$ cat config.mk
export PLATFORM = sky130hd
export DESIGN_NAME = power_mode_ctrl
export DESIGN_NICKNAME = d
export VERILOG_FILES = /design/src/inc/power_mode_pkg.sv /design/src/logic/tick_timer.sv /design/src/logic/power_mode_ctrl.sv
export SDC_FILE = /design/constraint.sdc
export NUM_CORES = 1
export LEC_CHECK = 0
export ABC_CLOCK_PERIOD_IN_PS = 7300
export BUFFER_PORTS_ARGS = -buffer_cell sky130_fd_sc_hd__buf_4
export CAP_MARGIN = 5
export CORE_UTILIZATION = 50
export DETAILED_ROUTE_END_ITERATION = 8
export PLACE_DENSITY_LB_ADDON = 0.25
export SYNTH_ARGS = -nofsm -noshare
export SYNTH_HDL_FRONTEND = slang
export SYNTH_SLANG_ARGS = --single-unit
export TNS_END_PERCENT = 20
$ cat constraint.sdc
create_clock -name sys_clk -period 7.3 [get_ports sys_clk]
set_clock_uncertainty 0.15 [all_clocks]
set_input_delay 1.46 -clock sys_clk [delete_from_list [all_inputs] [get_ports sys_clk]]
set_output_delay 1.46 -clock sys_clk [all_outputs]
set_load 0.05 [all_outputs]
$ cat src/inc/power_mode_pkg.sv
/*
 * Constants, register map and mode encoding of the operating-mode controller.
 * Assumes a 250 MHz sys_clk and an APB master with 32-bit data.
 */
// Summary of operation
// - In not-powered and power-off modes the application interfaces stay disabled.
// - From active, a shutdown command or a power pin action sends the device to power-off.
// - From power-off only a power pin action switches the device on to active.
// - In deep sleep only the real-time clock runs; radio and interfaces are off.
// - With power saving enabled, expiry of the active timer sends active to deep sleep.
// - With the sleep policy enabled, 6 s without host activity sends active to deep sleep.
// - With extended sleep enabled, a gap between paging cycles sends active to deep sleep.
// - On positioning variants, ongoing positioning activity blocks every automatic sleep entry.
// - In deep sleep, expiry of the periodic tracking area update timer wakes the device.
// - In deep sleep under extended sleep, the paging wake time wakes the device.
// - In deep sleep, a power pin action wakes the device to active.
package power_mode_pkg;
    // Modes, Gray along not-powered, power-off, active, deep sleep
    typedef enum logic [1:0] {
        NOT_POWERED = 2'h0,
        POWER_OFF = 2'h1,
        ACTIVE = 2'h3,
        DEEP_SLEEP = 2'h2
    } mode_e;

    // Timing
    localparam int CLK_PERIOD_NS = 4;
    localparam int RTC_TICK_NS = 1000000;
    localparam int RTC_TICK_CYCLES_DFLT = RTC_TICK_NS / CLK_PERIOD_NS;
    localparam int INACT_TIME_S = 6;
    localparam logic [31:0] INACT_TICKS = 32'(64'(INACT_TIME_S) * 64'd1000000000 / 64'(RTC_TICK_NS));
    localparam int TICK_W = 18;

    // Timers
    localparam int TIMER_W = 32;
    localparam int NUM_TIMERS = 4;
    localparam int T_ACT = 0;
    localparam int T_TAU = 1;
    localparam int T_INACT = 2;
    localparam int T_EDRX = 3;

    // APB register map
    localparam int APB_AW = 8;
    localparam logic [7:0] CTRL_ADDR = 8'h00;
    localparam logic [7:0] CMD_ADDR = 8'h04;
    localparam logic [7:0] T3324_ADDR = 8'h08;
    localparam logic [7:0] T3412_ADDR = 8'h0C;
    localparam logic [7:0] EDRX_ADDR = 8'h10;
    localparam logic [7:0] STATUS_ADDR = 8'h14;

    // Control fields
    localparam int CTRL_W = 4;
    localparam int CTRL_PSM_BIT = 0;
    localparam int CTRL_INACT_BIT = 1;
    localparam int CTRL_EDRX_BIT = 2;
    localparam int CTRL_GNSS_BIT = 3;
    localparam logic [3:0] CTRL_RST = 4'h0;

    // Command fields
    localparam int CMD_SHUTDOWN_BIT = 0;
    localparam int CMD_ACTIVITY_BIT = 1;

    // Status fields
    localparam int STAT_IF_BIT = 4;
    localparam int STAT_RADIO_BIT = 5;
    localparam int STAT_RTC_BIT = 6;

    // Reset values
    localparam logic [31:0] TIMER_RST = 32'h0000_0000;
    localparam logic [31:0] TIMER_ONE = 32'h0000_0001;
endpackage : power_mode_pkg

$ cat src/logic/tick_timer.sv
/*
 * Loadable down counter stepped by the real-time clock tick.
 * Assumes load and tick are one-cycle pulses on sys_clk; a reload of zero never expires.
 */
`timescale 1ns/1ns
`default_nettype none
module tick_timer
    import power_mode_pkg::*;
(
    // Clock and reset
    input wire logic sys_clk,
    input wire logic rst_b,
    // Control
    input wire logic load,
    input wire logic [TIMER_W-1:0] reloadValue,
    input wire logic run,
    input wire logic tick,
    // Status
    output logic done
);
    logic [TIMER_W-1:0] countQ;
    logic doneQ;

    // Count down on ticks, flag expiry until the next load
    always_ff @(posedge sys_clk) begin
        if (!rst_b) begin
            countQ <= TIMER_RST;
            doneQ <= 1'b0;
        end else if (load) begin
            countQ <= reloadValue;
            doneQ <= 1'b0;
        end else if (run && tick && countQ != TIMER_RST) begin
            countQ <= countQ - TIMER_ONE;
            if (countQ == TIMER_ONE) begin
                doneQ <= 1'b1;
            end
        end
    end

    assign done = doneQ;
endmodule : tick_timer
`default_nettype wire

$ cat src/logic/power_mode_ctrl.sv
/*
 * Operating-mode controller: not-powered, power-off, active and deep sleep, with APB registers.
 * Assumes all pin inputs are synchronous to sys_clk and hostActivity, edrxGapStart are pulses.
 */
// Local design decisions: the register offsets and the APB interface to the registers.
`timescale 1ns/1ns
`default_nettype none
module power_mode_ctrl
    import power_mode_pkg::*;
#(
    parameter int RTC_TICK_CYCLES = RTC_TICK_CYCLES_DFLT
) (
    // Clock and reset
    input wire logic sys_clk,
    input wire logic rst_b,
    // APB slave
    input wire logic [APB_AW-1:0] paddr,
    input wire logic psel,
    input wire logic penable,
    input wire logic pwrite,
    input wire logic [31:0] pwdata,
    output logic [31:0] prdata,
    output logic pready,
    output logic pslverr,
    // Supply and host pins
    input wire logic supplyOk,
    input wire logic powerSwitchInput,
    input wire logic powerControlInput,
    input wire logic hostActivity,
    // Radio side events
    input wire logic gnssBusy,
    input wire logic edrxGapStart,
    // Mode outputs
    output logic [1:0] modeOut,
    output logic ifEnable,
    output logic radioEnable,
    output logic rtcRun
);
    localparam logic [TICK_W-1:0] TICK_LAST = TICK_W'(RTC_TICK_CYCLES - 1);

    mode_e modeQ;
    mode_e modeD;
    logic [CTRL_W-1:0] ctrlQ;
    logic [TIMER_W-1:0] t3324Q;
    logic [TIMER_W-1:0] t3412Q;
    logic [TIMER_W-1:0] edrxQ;
    logic shutdownCmdQ;
    logic activityCmdQ;
    logic pinPrevQ;
    logic [TICK_W-1:0] tickCntQ;
    logic tickQ;
    logic ifEnableQ;
    logic radioEnableQ;
    logic rtcRunQ;
    logic [31:0] prdataQ;
    logic preadyQ;
    logic pslverrQ;
    logic [31:0] readMux;
    logic addrHit;
    logic setupPh;
    logic wrEn;
    logic pinEvent;
    logic gnssBlock;
    logic sleepReq;
    logic enterActive;
    logic enterSleep;
    logic [NUM_TIMERS-1:0] loadVec;
    logic [NUM_TIMERS-1:0] runVec;
    logic [NUM_TIMERS-1:0] doneVec;
    logic [TIMER_W-1:0] reloadVal [NUM_TIMERS];
    logic anyEvent;

    // APB decode
    assign setupPh = psel && !penable;
    assign wrEn = psel && penable && preadyQ && pwrite && addrHit;

    always_comb begin
        addrHit = 1'b1;
        readMux = 32'h0000_0000;
        case (paddr)
            CTRL_ADDR: begin
                readMux[CTRL_W-1:0] = ctrlQ;
            end
            CMD_ADDR: begin
                readMux = 32'h0000_0000;
            end
            T3324_ADDR: begin
                readMux = t3324Q;
            end
            T3412_ADDR: begin
                readMux = t3412Q;
            end
            EDRX_ADDR: begin
                readMux = edrxQ;
            end
            STATUS_ADDR: begin
                readMux[1:0] = modeQ;
                readMux[STAT_IF_BIT] = ifEnableQ;
                readMux[STAT_RADIO_BIT] = radioEnableQ;
                readMux[STAT_RTC_BIT] = rtcRunQ;
            end
            default: begin
                addrHit = 1'b0;
            end
        endcase
    end

    // One wait-free access phase, data and error latched at setup
    always_ff @(posedge sys_clk) begin
        if (!rst_b) begin
            preadyQ <= 1'b0;
            prdataQ <= 32'h0000_0000;
            pslverrQ <= 1'b0;
        end else begin
            preadyQ <= setupPh;
            prdataQ <= setupPh && !pwrite ? readMux : 32'h0000_0000;
            pslverrQ <= setupPh && !addrHit;
        end
    end

    // Configuration registers
    always_ff @(posedge sys_clk) begin
        if (!rst_b) begin
            ctrlQ <= CTRL_RST;
            t3324Q <= TIMER_RST;
            t3412Q <= TIMER_RST;
            edrxQ <= TIMER_RST;
        end else if (wrEn) begin
            case (paddr)
                CTRL_ADDR: begin
                    ctrlQ <= pwdata[CTRL_W-1:0];
                end
                T3324_ADDR: begin
                    t3324Q <= pwdata;
                end
                T3412_ADDR: begin
                    t3412Q <= pwdata;
                end
                EDRX_ADDR: begin
                    edrxQ <= pwdata;
                end
                default: begin
                    ctrlQ <= ctrlQ;
                end
            endcase
        end
    end

    // Command strobes, one cycle each
    always_ff @(posedge sys_clk) begin
        if (!rst_b) begin
            shutdownCmdQ <= 1'b0;
            activityCmdQ <= 1'b0;
        end else begin
            shutdownCmdQ <= wrEn && paddr == CMD_ADDR && pwdata[CMD_SHUTDOWN_BIT];
            activityCmdQ <= wrEn && paddr == CMD_ADDR && pwdata[CMD_ACTIVITY_BIT];
        end
    end

    // Power pin edge
    always_ff @(posedge sys_clk) begin
        if (!rst_b) begin
            pinPrevQ <= 1'b0;
        end else begin
            pinPrevQ <= powerSwitchInput || powerControlInput;
        end
    end
    assign pinEvent = (powerSwitchInput || powerControlInput) && !pinPrevQ;

    // Real-time clock tick, runs in every mode except not-powered
    always_ff @(posedge sys_clk) begin
        if (!rst_b) begin
            tickCntQ <= '0;
            tickQ <= 1'b0;
        end else if (modeQ == NOT_POWERED) begin
            tickCntQ <= '0;
            tickQ <= 1'b0;
        end else begin
            tickQ <= tickCntQ == TICK_LAST;
            tickCntQ <= tickCntQ == TICK_LAST ? '0 : tickCntQ + 1'b1;
        end
    end

    // Sleep entry conditions
    assign gnssBlock = ctrlQ[CTRL_GNSS_BIT] && gnssBusy;
    assign sleepReq = !gnssBlock && ((ctrlQ[CTRL_PSM_BIT] && doneVec[T_ACT])
        || (ctrlQ[CTRL_INACT_BIT] && doneVec[T_INACT])
        || (ctrlQ[CTRL_EDRX_BIT] && edrxGapStart));

    // Mode transitions
    always_comb begin
        modeD = modeQ;
        case (modeQ)
            NOT_POWERED: begin
                if (supplyOk) begin
                    modeD = POWER_OFF;
                end
            end
            POWER_OFF: begin
                if (!supplyOk) begin
                    modeD = NOT_POWERED;
                end else if (pinEvent) begin
                    modeD = ACTIVE;
                end
            end
            ACTIVE: begin
                if (!supplyOk) begin
                    modeD = NOT_POWERED;
                end else if (pinEvent || shutdownCmdQ) begin
                    modeD = POWER_OFF;
                end else if (sleepReq) begin
                    modeD = DEEP_SLEEP;
                end
            end
            DEEP_SLEEP: begin
                if (!supplyOk) begin
                    modeD = NOT_POWERED;
                end else if (pinEvent) begin
                    modeD = ACTIVE;
                end else if (doneVec[T_TAU]) begin
                    modeD = ACTIVE;
                end else if (ctrlQ[CTRL_EDRX_BIT] && doneVec[T_EDRX]) begin
                    modeD = ACTIVE;
                end
            end
            default: begin
                modeD = NOT_POWERED;
            end
        endcase
    end

    // Mode register, one mode at a time
    always_ff @(posedge sys_clk) begin
        if (!rst_b) begin
            modeQ <= NOT_POWERED;
        end else begin
            modeQ <= modeD;
        end
    end

    // Interfaces, radio and clock enables follow the mode
    always_ff @(posedge sys_clk) begin
        if (!rst_b) begin
            ifEnableQ <= 1'b0;
            radioEnableQ <= 1'b0;
            rtcRunQ <= 1'b0;
        end else begin
            ifEnableQ <= modeD == ACTIVE;
            radioEnableQ <= modeD == ACTIVE;
            rtcRunQ <= modeD != NOT_POWERED;
        end
    end

    // Timer loads and run windows
    assign enterActive = modeQ != ACTIVE && modeD == ACTIVE;
    assign enterSleep = modeQ != DEEP_SLEEP && modeD == DEEP_SLEEP;
    assign reloadVal[T_ACT] = t3324Q;
    assign reloadVal[T_TAU] = t3412Q;
    assign reloadVal[T_INACT] = INACT_TICKS;
    assign reloadVal[T_EDRX] = edrxQ;
    assign loadVec[T_ACT] = enterActive;
    assign loadVec[T_TAU] = enterActive || (modeQ == ACTIVE && doneVec[T_TAU]);
    assign loadVec[T_INACT] = enterActive || hostActivity || activityCmdQ;
    assign loadVec[T_EDRX] = enterSleep;
    assign runVec[T_ACT] = modeQ == ACTIVE;
    assign runVec[T_TAU] = modeQ == ACTIVE || modeQ == DEEP_SLEEP;
    assign runVec[T_INACT] = modeQ == ACTIVE;
    assign runVec[T_EDRX] = modeQ == DEEP_SLEEP;

    generate
        for (genvar i = 0; i < NUM_TIMERS; i++) begin : g_timer
            tick_timer u_timer (
                .sys_clk(sys_clk),
                .rst_b(rst_b),
                .load(loadVec[i]),
                .reloadValue(reloadVal[i]),
                .run(runVec[i]),
                .tick(tickQ),
                .done(doneVec[i])
            );
        end
    endgenerate

    // Outputs
    assign prdata = prdataQ;
    assign pready = preadyQ;
    assign pslverr = pslverrQ;
    assign modeOut = modeQ;
    assign ifEnable = ifEnableQ;
    assign radioEnable = radioEnableQ;
    assign rtcRun = rtcRunQ;

    // Checks
    assign anyEvent = (supplyOk != (modeQ != NOT_POWERED)) || pinEvent || shutdownCmdQ || sleepReq
        || doneVec[T_TAU] || doneVec[T_EDRX];

    ifaces_off_a: assert property (@(posedge sys_clk) disable iff (!rst_b)
        (modeQ == NOT_POWERED || modeQ == POWER_OFF) |-> !ifEnableQ && !radioEnableQ)
        else $error("interfaces enabled while switched off");

    shutdown_a: assert property (@(posedge sys_clk) disable iff (!rst_b)
        modeQ == ACTIVE && supplyOk && shutdownCmdQ |=> modeQ == POWER_OFF && !ifEnableQ)
        else $error("shutdown command did not reach power-off");

    switch_on_a: assert property (@(posedge sys_clk) disable iff (!rst_b)
        modeQ == POWER_OFF && supplyOk |=> (modeQ == ACTIVE) == $past(pinEvent))
        else $error("power-off left without or ignored a pin event");

    sleep_quiet_a: assert property (@(posedge sys_clk) disable iff (!rst_b)
        modeQ == DEEP_SLEEP |-> !radioEnableQ && !ifEnableQ && rtcRunQ)
        else $error("deep sleep with radio or interfaces on");

    psm_entry_a: assert property (@(posedge sys_clk) disable iff (!rst_b)
        modeQ == ACTIVE && supplyOk && !pinEvent && !shutdownCmdQ && !gnssBlock
        && ctrlQ[CTRL_PSM_BIT] && doneVec[T_ACT] |=> modeQ == DEEP_SLEEP)
        else $error("active timer expiry did not enter deep sleep");

    inact_entry_a: assert property (@(posedge sys_clk) disable iff (!rst_b)
        modeQ == ACTIVE && supplyOk && !pinEvent && !shutdownCmdQ && !gnssBlock
        && ctrlQ[CTRL_INACT_BIT] && doneVec[T_INACT] |=> modeQ == DEEP_SLEEP)
        else $error("inactivity expiry did not enter deep sleep");

    edrx_entry_a: assert property (@(posedge sys_clk) disable iff (!rst_b)
        modeQ == ACTIVE && supplyOk && !pinEvent && !shutdownCmdQ && !gnssBlock
        && ctrlQ[CTRL_EDRX_BIT] && edrxGapStart |=> modeQ == DEEP_SLEEP && !radioEnableQ)
        else $error("paging gap did not enter deep sleep");

    gnss_block_a: assert property (@(posedge sys_clk) disable iff (!rst_b)
        modeQ == ACTIVE && gnssBlock |=> modeQ != DEEP_SLEEP)
        else $error("deep sleep entered during positioning");

    tau_wake_a: assert property (@(posedge sys_clk) disable iff (!rst_b)
        modeQ == DEEP_SLEEP && supplyOk && doneVec[T_TAU] |=> modeQ == ACTIVE && ifEnableQ)
        else $error("update timer did not wake the device");

    edrx_wake_a: assert property (@(posedge sys_clk) disable iff (!rst_b)
        modeQ == DEEP_SLEEP && supplyOk && ctrlQ[CTRL_EDRX_BIT] && doneVec[T_EDRX] |=> modeQ == ACTIVE)
        else $error("paging time did not wake the device");

    host_wake_a: assert property (@(posedge sys_clk) disable iff (!rst_b)
        modeQ == DEEP_SLEEP && supplyOk && pinEvent |=> modeQ == ACTIVE && radioEnableQ)
        else $error("pin did not wake the device");

    mode_stable_a: assert property (@(posedge sys_clk) disable iff (!rst_b)
        !anyEvent |=> $stable(modeQ))
        else $error("mode changed without an event");

    psm_sleep_c: cover property (@(posedge sys_clk) disable iff (!rst_b)
        modeQ == ACTIVE && doneVec[T_ACT] ##1 modeQ == DEEP_SLEEP);

    tau_wake_c: cover property (@(posedge sys_clk) disable iff (!rst_b)
        modeQ == DEEP_SLEEP && doneVec[T_TAU] ##1 modeQ == ACTIVE);

    shutdown_c: cover property (@(posedge sys_clk) disable iff (!rst_b)
        modeQ == ACTIVE && shutdownCmdQ ##1 modeQ == POWER_OFF);
endmodule : power_mode_ctrl
`default_nettype wire

After elaboration in Yosys (flattened, before gate mapping) --
Index checks and enable logic that the tools add are counted.
Operators by class: add/sub/neg operators 5, multiply operators 0, divide/modulo/power cells 0, order comparisons 0, equality and inequality tests 17, shift operators 0, muxes and demuxes 24, bitwise operators 1, reduce and logical (&&, ||, !) cells 67
Operator list (count):
- $mux W32 | 6
- $eq A32 B1 Y1 const B | 4
- $reduce_bool A32 Y1 | 4
- $sub A32 B1 Y32 const B | 4
- $pmux W25 S3 | 1
- $logic_and A1 B1 Y1 | 27
- $mux W13 | 2
- $mux W2 | 10
- $add A18 B1 Y18 const B | 1
- $eq A18 B18 Y1 const B | 1
- $reduce_and A2 Y1 | 9
- $eq A8 B4 Y1 const B | 2
- $eq A8 B5 Y1 const B | 2
- $pmux W2 S4 | 2
- $pmux W3 S4 | 1
- $pmux W2 S5 | 1
- $reduce_bool A2 Y1 | 5
- $reduce_or A2 Y1 | 5
- $eq A2 B2 Y1 const B | 4
- $eq A8 B3 Y1 const B | 1
- $logic_not A8 Y1 | 1
- $logic_or A1 B1 Y1 | 8
- $reduce_or A6 Y1 | 1
- $logic_not A1 Y1 | 5
- 6 further kinds | 7
Word-level totals: register bits 292, bits in latches 0, bits in writable memories 0, memory bits (read-only) 0, input port bits 51, logic and storage cells 138, memories 0

Depth between registers and ports, before layout --
depth after elaboration 13, mapped depth 10

By module --
From an unflattened synthesis, not the netlist that was laid out.
Unflattened totals: cells, all modules 1702, area, all modules 14440.1 um^2
Modules (own cells, without submodules):
- power_mode_ctrl | times used 1, cells an instance 684, area an instance 6177.2 um^2
- tick_timer (g_timer[2].u_timer ...) | times used 2, cells an instance 258, area an instance 2090.8 um^2
- tick_timer (g_timer[0].u_timer ...) | times used 2, cells an instance 251, area an instance 2040.7 um^2

Worst setup path after synthesis --
No wires, ideal clock.
kind in2reg, start point in paddr[0], end point reg t3324Q[12], setup time 0.070 ns, arrival 3.386 ns, data required time 7.080 ns, setup slack 3.694 ns, stages on the path 8, cells stage by stage or4_1 clkbuf_1 nor3_1 and3_1 clkbuf_1 clkbuf_1 nand2_1 a21oi_1
Between the ends: cells in the longest elaborated chain, start to end 5, elaborated cells between the ends (all ways) 10
Ends and longest elaborated chain:
- start, declared | line power_mode_ctrl.sv:17 | input wire logic [APB_AW-1:0] paddr,
- $eq A8 B3 Y1 (tied with other cells) | line power_mode_ctrl.sv:80 | case (paddr)
- $reduce_or A6 Y1 (no line)
- $mux W1 | line power_mode_ctrl.sv:80
- $logic_and A1 B1 Y1 | line power_mode_ctrl.sv:75 | assign wrEn = psel && penable && preadyQ && pwrite && addrHit;
- $reduce_and A2 Y1 (no line) (*)
- end signal, assigned | line power_mode_ctrl.sv:134 | t3324Q <= pwdata;
- end, declared | line power_mode_ctrl.sv:44 | logic [TIMER_W-1:0] t3324Q;
Every way passes the cells marked *; elsewhere a longest branch is shown, timed or not. A chain may end at the register's enable or synchronous reset.

Final worst setup path --
start point in paddr[0], end point reg t3412Q[6]
Between the ends: cells in the longest elaborated chain, start to end 5, elaborated cells between the ends (all ways) 10
Ends and longest elaborated chain:
- $eq A8 B3 Y1 (tied with other cells) | line power_mode_ctrl.sv:80
- $reduce_or A6 Y1 (no line)
- $mux W1 | line power_mode_ctrl.sv:80
- $logic_and A1 B1 Y1 | line power_mode_ctrl.sv:75
- $reduce_and A2 Y1 (no line) (*)
- end signal, assigned | line power_mode_ctrl.sv:137 | t3412Q <= pwdata;
- end, declared | line power_mode_ctrl.sv:45 | logic [TIMER_W-1:0] t3412Q;
Marks and branches as above.

==> flow_summary.toml <==
[setup_path]
critPathArrivalTime_ns = 4.26
critical_path_required_ns = 7.50
cp_common_cell = "buf_4"
crit_chain = "buf_4 > or4_1 > nor3_1 > nand3_1 > buf_4 > nand2_1 > a21oi_1"
rrSetupSlack_ns = 3.68
crit_type = "input pin to register"
cpMaxStageDelayCell = "nand3_1"
worstReg2RegEnd = "g_timer[0].u_timer.countQ[12]$_SDFFE_PN0P_"
critical_path_buf_inv_count = 2
end_kind = "register"
crit_path_max_fanout = 18
critPathMaxStageDelay_ns = 0.75
rr_worst_depth = 5
cp_top_family = "simple AND/OR/NAND/NOR gates"
start_kind = "input pin"
r2r-start = "g_timer[0].u_timer.countQ[16]$_SDFFE_PN0P_"

[routing]
routed_wl_um = 41200
post_drt_wl_per_cell_um = 19.9
routed_via_density = 6.40
drc = 0
ant_nets = 0
drtIter0Drc = 1222
vias = 13200
drt_pass1_iterations = 6

[min_path]
whs_path_depth = 2
min_from = "g_timer[2].u_timer.countQ[25]$_SDFFE_PP0P_"
hold_path.class = "register to register"
hold-path-endpoint = "g_timer[2].u_timer.countQ[25]$_SDFFE_PP0P_"

[timing]
slew_violations = 0
fmax_mhz = 246
rsz0062_at_grt = "false"
worst_pin_slew_ns = 1.14
hold_viol = 0
period_needed_ns = 4.06
slew_headroom_pct = 23.5
setup_viol = 0
fin_setup_tns_ns = 0
fin_crit_sh_pct = 55.6

[placement]
dp_hpwl_um = 27500
postPlaceCellArea_um2 = 14600
place.gp.congestion = 0.863
io_buffer_count = 89

[power_and_ir_drop]
total_power_mw = 3.58
ir_drop_uv = 147
p_leak_nw = 5.48
p_per_area_nw_per_um2 = 228

[cts]
path_clk_slew_ns = 0.06
cts_buffers = 34
htree_num_levels = 2
cts_tree = "done"
ctsHoldBuffers = 0
post_cts_buffers = 0
post_cts_resized = 0
clock_latency_ns = 0.51
cts_root_buf = "clkbuf_16"
clock_path_buffers = 3
clock_sinks = 292

[cells_and_area]
antenna_cells = 0
design_area_um2 = 15700
synthToLayoutAreaGrowth_pct = 13.9
layout.nets = 1763
drive_gt1_share_pct = 11.8
seqCellArea_um2 = 5850
n_fill_cell = 2411
multi_input_area_um2 = 7400
post-route-util_pct = 58.1

[die]
initial_core_util_pct = 51.0
placementRows = 60
ioPinCount = 90
core-area_um2 = 27000
die_h_um = 168
die-width_um = 168
dieArea_um2 = 28200

[synthesis]
synth_flop_cell = "dfxtp_1"
synth-xor-area-share_pct = 1.72
synthCells = 1680
synth_top_family_by_area = "simple AND/OR/NAND/NOR gates"
synthAdderAreaFrac_pct = 0.817
ys_types = 81
ys_seq_area_share_pct = 42.4
async_reset_ff_share_pct = 0
synthMuxAreaShare_pct = 1.13
synth-compound-area-share_pct = 23.7
yosys_warnings = 0
synthesis.area_um2 = 13800
synth-simple-area-share_pct = 26.1
synth_edf_count = 0
syn_nets = 1740
ys_ff_latch = 292
avgSynthCellArea_um2 = 8.21

[run_status]
status = "completed"

[global_routing]
antenna_found_initial = 0
grt_max_degree = 89
overflow = 0
track_usage_pct = 28.7
grt_first_pass_wirelength_um = 65400
grt_pass1_vias = 12200

[flow_run]
maxCapViolations = 0
==> flip-flops by register name, summed over array words and instances, names as in the netlist <==
signal / flops
activityCmdQ: 1
ctrlQ: 4
edrxQ: 32
g_timer.u_timer.countQ: 128
g_timer.u_timer.done: 4
modeOut: 2
pinPrevQ: 1
prdata: 32
pready: 1
pslverr: 1
radioEnable: 1
rtcRun: 1
shutdownCmdQ: 1
t3324Q: 32
t3412Q: 32
tickCntQ: 18
tickQ: 1
==> layout by cell type (no fill, tap or decap), drive strengths merged, types with 16 or more instances in the layout <==
cell type and instances:
a21oi 153, nand3 39, nor2 112, dfxtp 292, o31ai 30, nor4 27
o311ai 22, nor3 42, xor2 17, inv 19, a22oi 37, a31oi 50
buf 109, clkbuf 53, or3 55, a22o 29, or2 16, or4 47
and4 20, o211ai 20, nand2 274, nand4 23, o21ai 64
==> how the worst max path moves through the flow <==
| stage | from | end | slack [ns] | depth (start not counted) |
|---|---|---|---|---|
| final | paddr[0] | t3412Q[6]$_SDFFE_PN0P_ | 3.24 | 7 |
| after global routing | paddr[0] | t3412Q[0]$_SDFFE_PN0P_ | 3.10 | 7 |
| after global placement | paddr[0] | t3412Q[2]$_SDFFE_PN0P_ | 2.89 | 7 |
| after CTS | paddr[0] | t3412Q[20]$_SDFFE_PN0P_ | 3.31 | 7 |
| after detailed placement | paddr[0] | t3412Q[27]$_SDFFE_PN0P_ | 2.82 | 7 |
| after floorplan | paddr[0] | t3324Q[12]$_SDFFE_PN0P_ | 3.69 | 8 |
==> through the flow <==
step | setup slack, ns | std cells | hold WS [ns]
3_3_place_gp | 2.89 | 2008 | 0.289
6_report | 3.24 | 2067 | 0.313
2_1_floorplan | 3.69 | 1680 | 0.276
3_5_place_dp | 2.82 | 2008 | 0.301
5_1_grt | 3.10 | 2067 | 0.331
4_1_cts | 3.31 | 2067 | 0.314
==> synth_stat cells, types with 12 or more instances <==
cell type,count,area share [%]
and4_1,20,1.3
nor3_1,41,1.5
a22oi_1,37,2.0
o311ai_0,16,1.0
xor2_1,17,1.1
a31oi_1,50,2.3
clkbuf_1,101,2.7
dfxtp_1,292,42
or4_1,43,2.3
o211ai_1,19,1.0
a22o_1,29,1.8
nor2_1,112,3.0
inv_1,19,0.52
or3_1,54,2.5
nand4_1,23,1.0
or2_2,16,0.73
o31ai_1,28,1.5
nand2_1,274,7.5
buf_2,13,0.47
and3_1,13,0.59
a21oi_1,153,5.6
o21ai_0,64,2.3
nand3_1,39,1.4
a211oi_1,13,0.71
a311oi_1,12,0.76
nor4_1,23,1.0
==> worst register-to-register path: stages, from the launching register on <==
cell and delay (ns):
dfxtp_1 0.38, nor4_1 0.70, nand4_1 0.81, o31ai_1 0.99
o21ai_0 0.21, a311oi_1 0.28
==> where the power goes <==
part	switching [mW]	total [mW]	internal [mW]
combinational	0.144	0.212	0.0684
sequential	0.0157	1.62	1.61
clock	0.663	1.74	1.08
total	0.823	3.58	2.75
==> cell families (layout without fill, tap and decap cells) <==
group	count (synthesis)	in the layout
buffers and inverters	141	187
multiplexers	15	15
flip-flops	292	292
AO/OA/AOI/OAI	488	488
XOR/XNOR	27	27
AND/OR/NAND/NOR	708	708
adder cells (fa/ha/maj)	9	9
==> per-layer routing <==
metal  track usage, %  up-vias  part of all wire, %  wire (µm)
li1                 -     6284                    -          -
met1             39.1     6301                   43      17800
met2             46.0      561                   46      18800
met3             4.56       83                  7.9       3270
met4             10.6        0                  3.0       1240
met5                0        -                    0          0
==> final cells by class <==
class                           instances  area share [%]
Sequential cell                       292            37.2
Tap cell                              341            2.72
Clock inverter                          6           0.669
Timing Repair Buffer                  109            5.21
Clock buffer                           53            6.60
Multi-Input combinational cell       1247            47.1
Inverter                               19           0.470
Power figures use the tool's default switching activity.
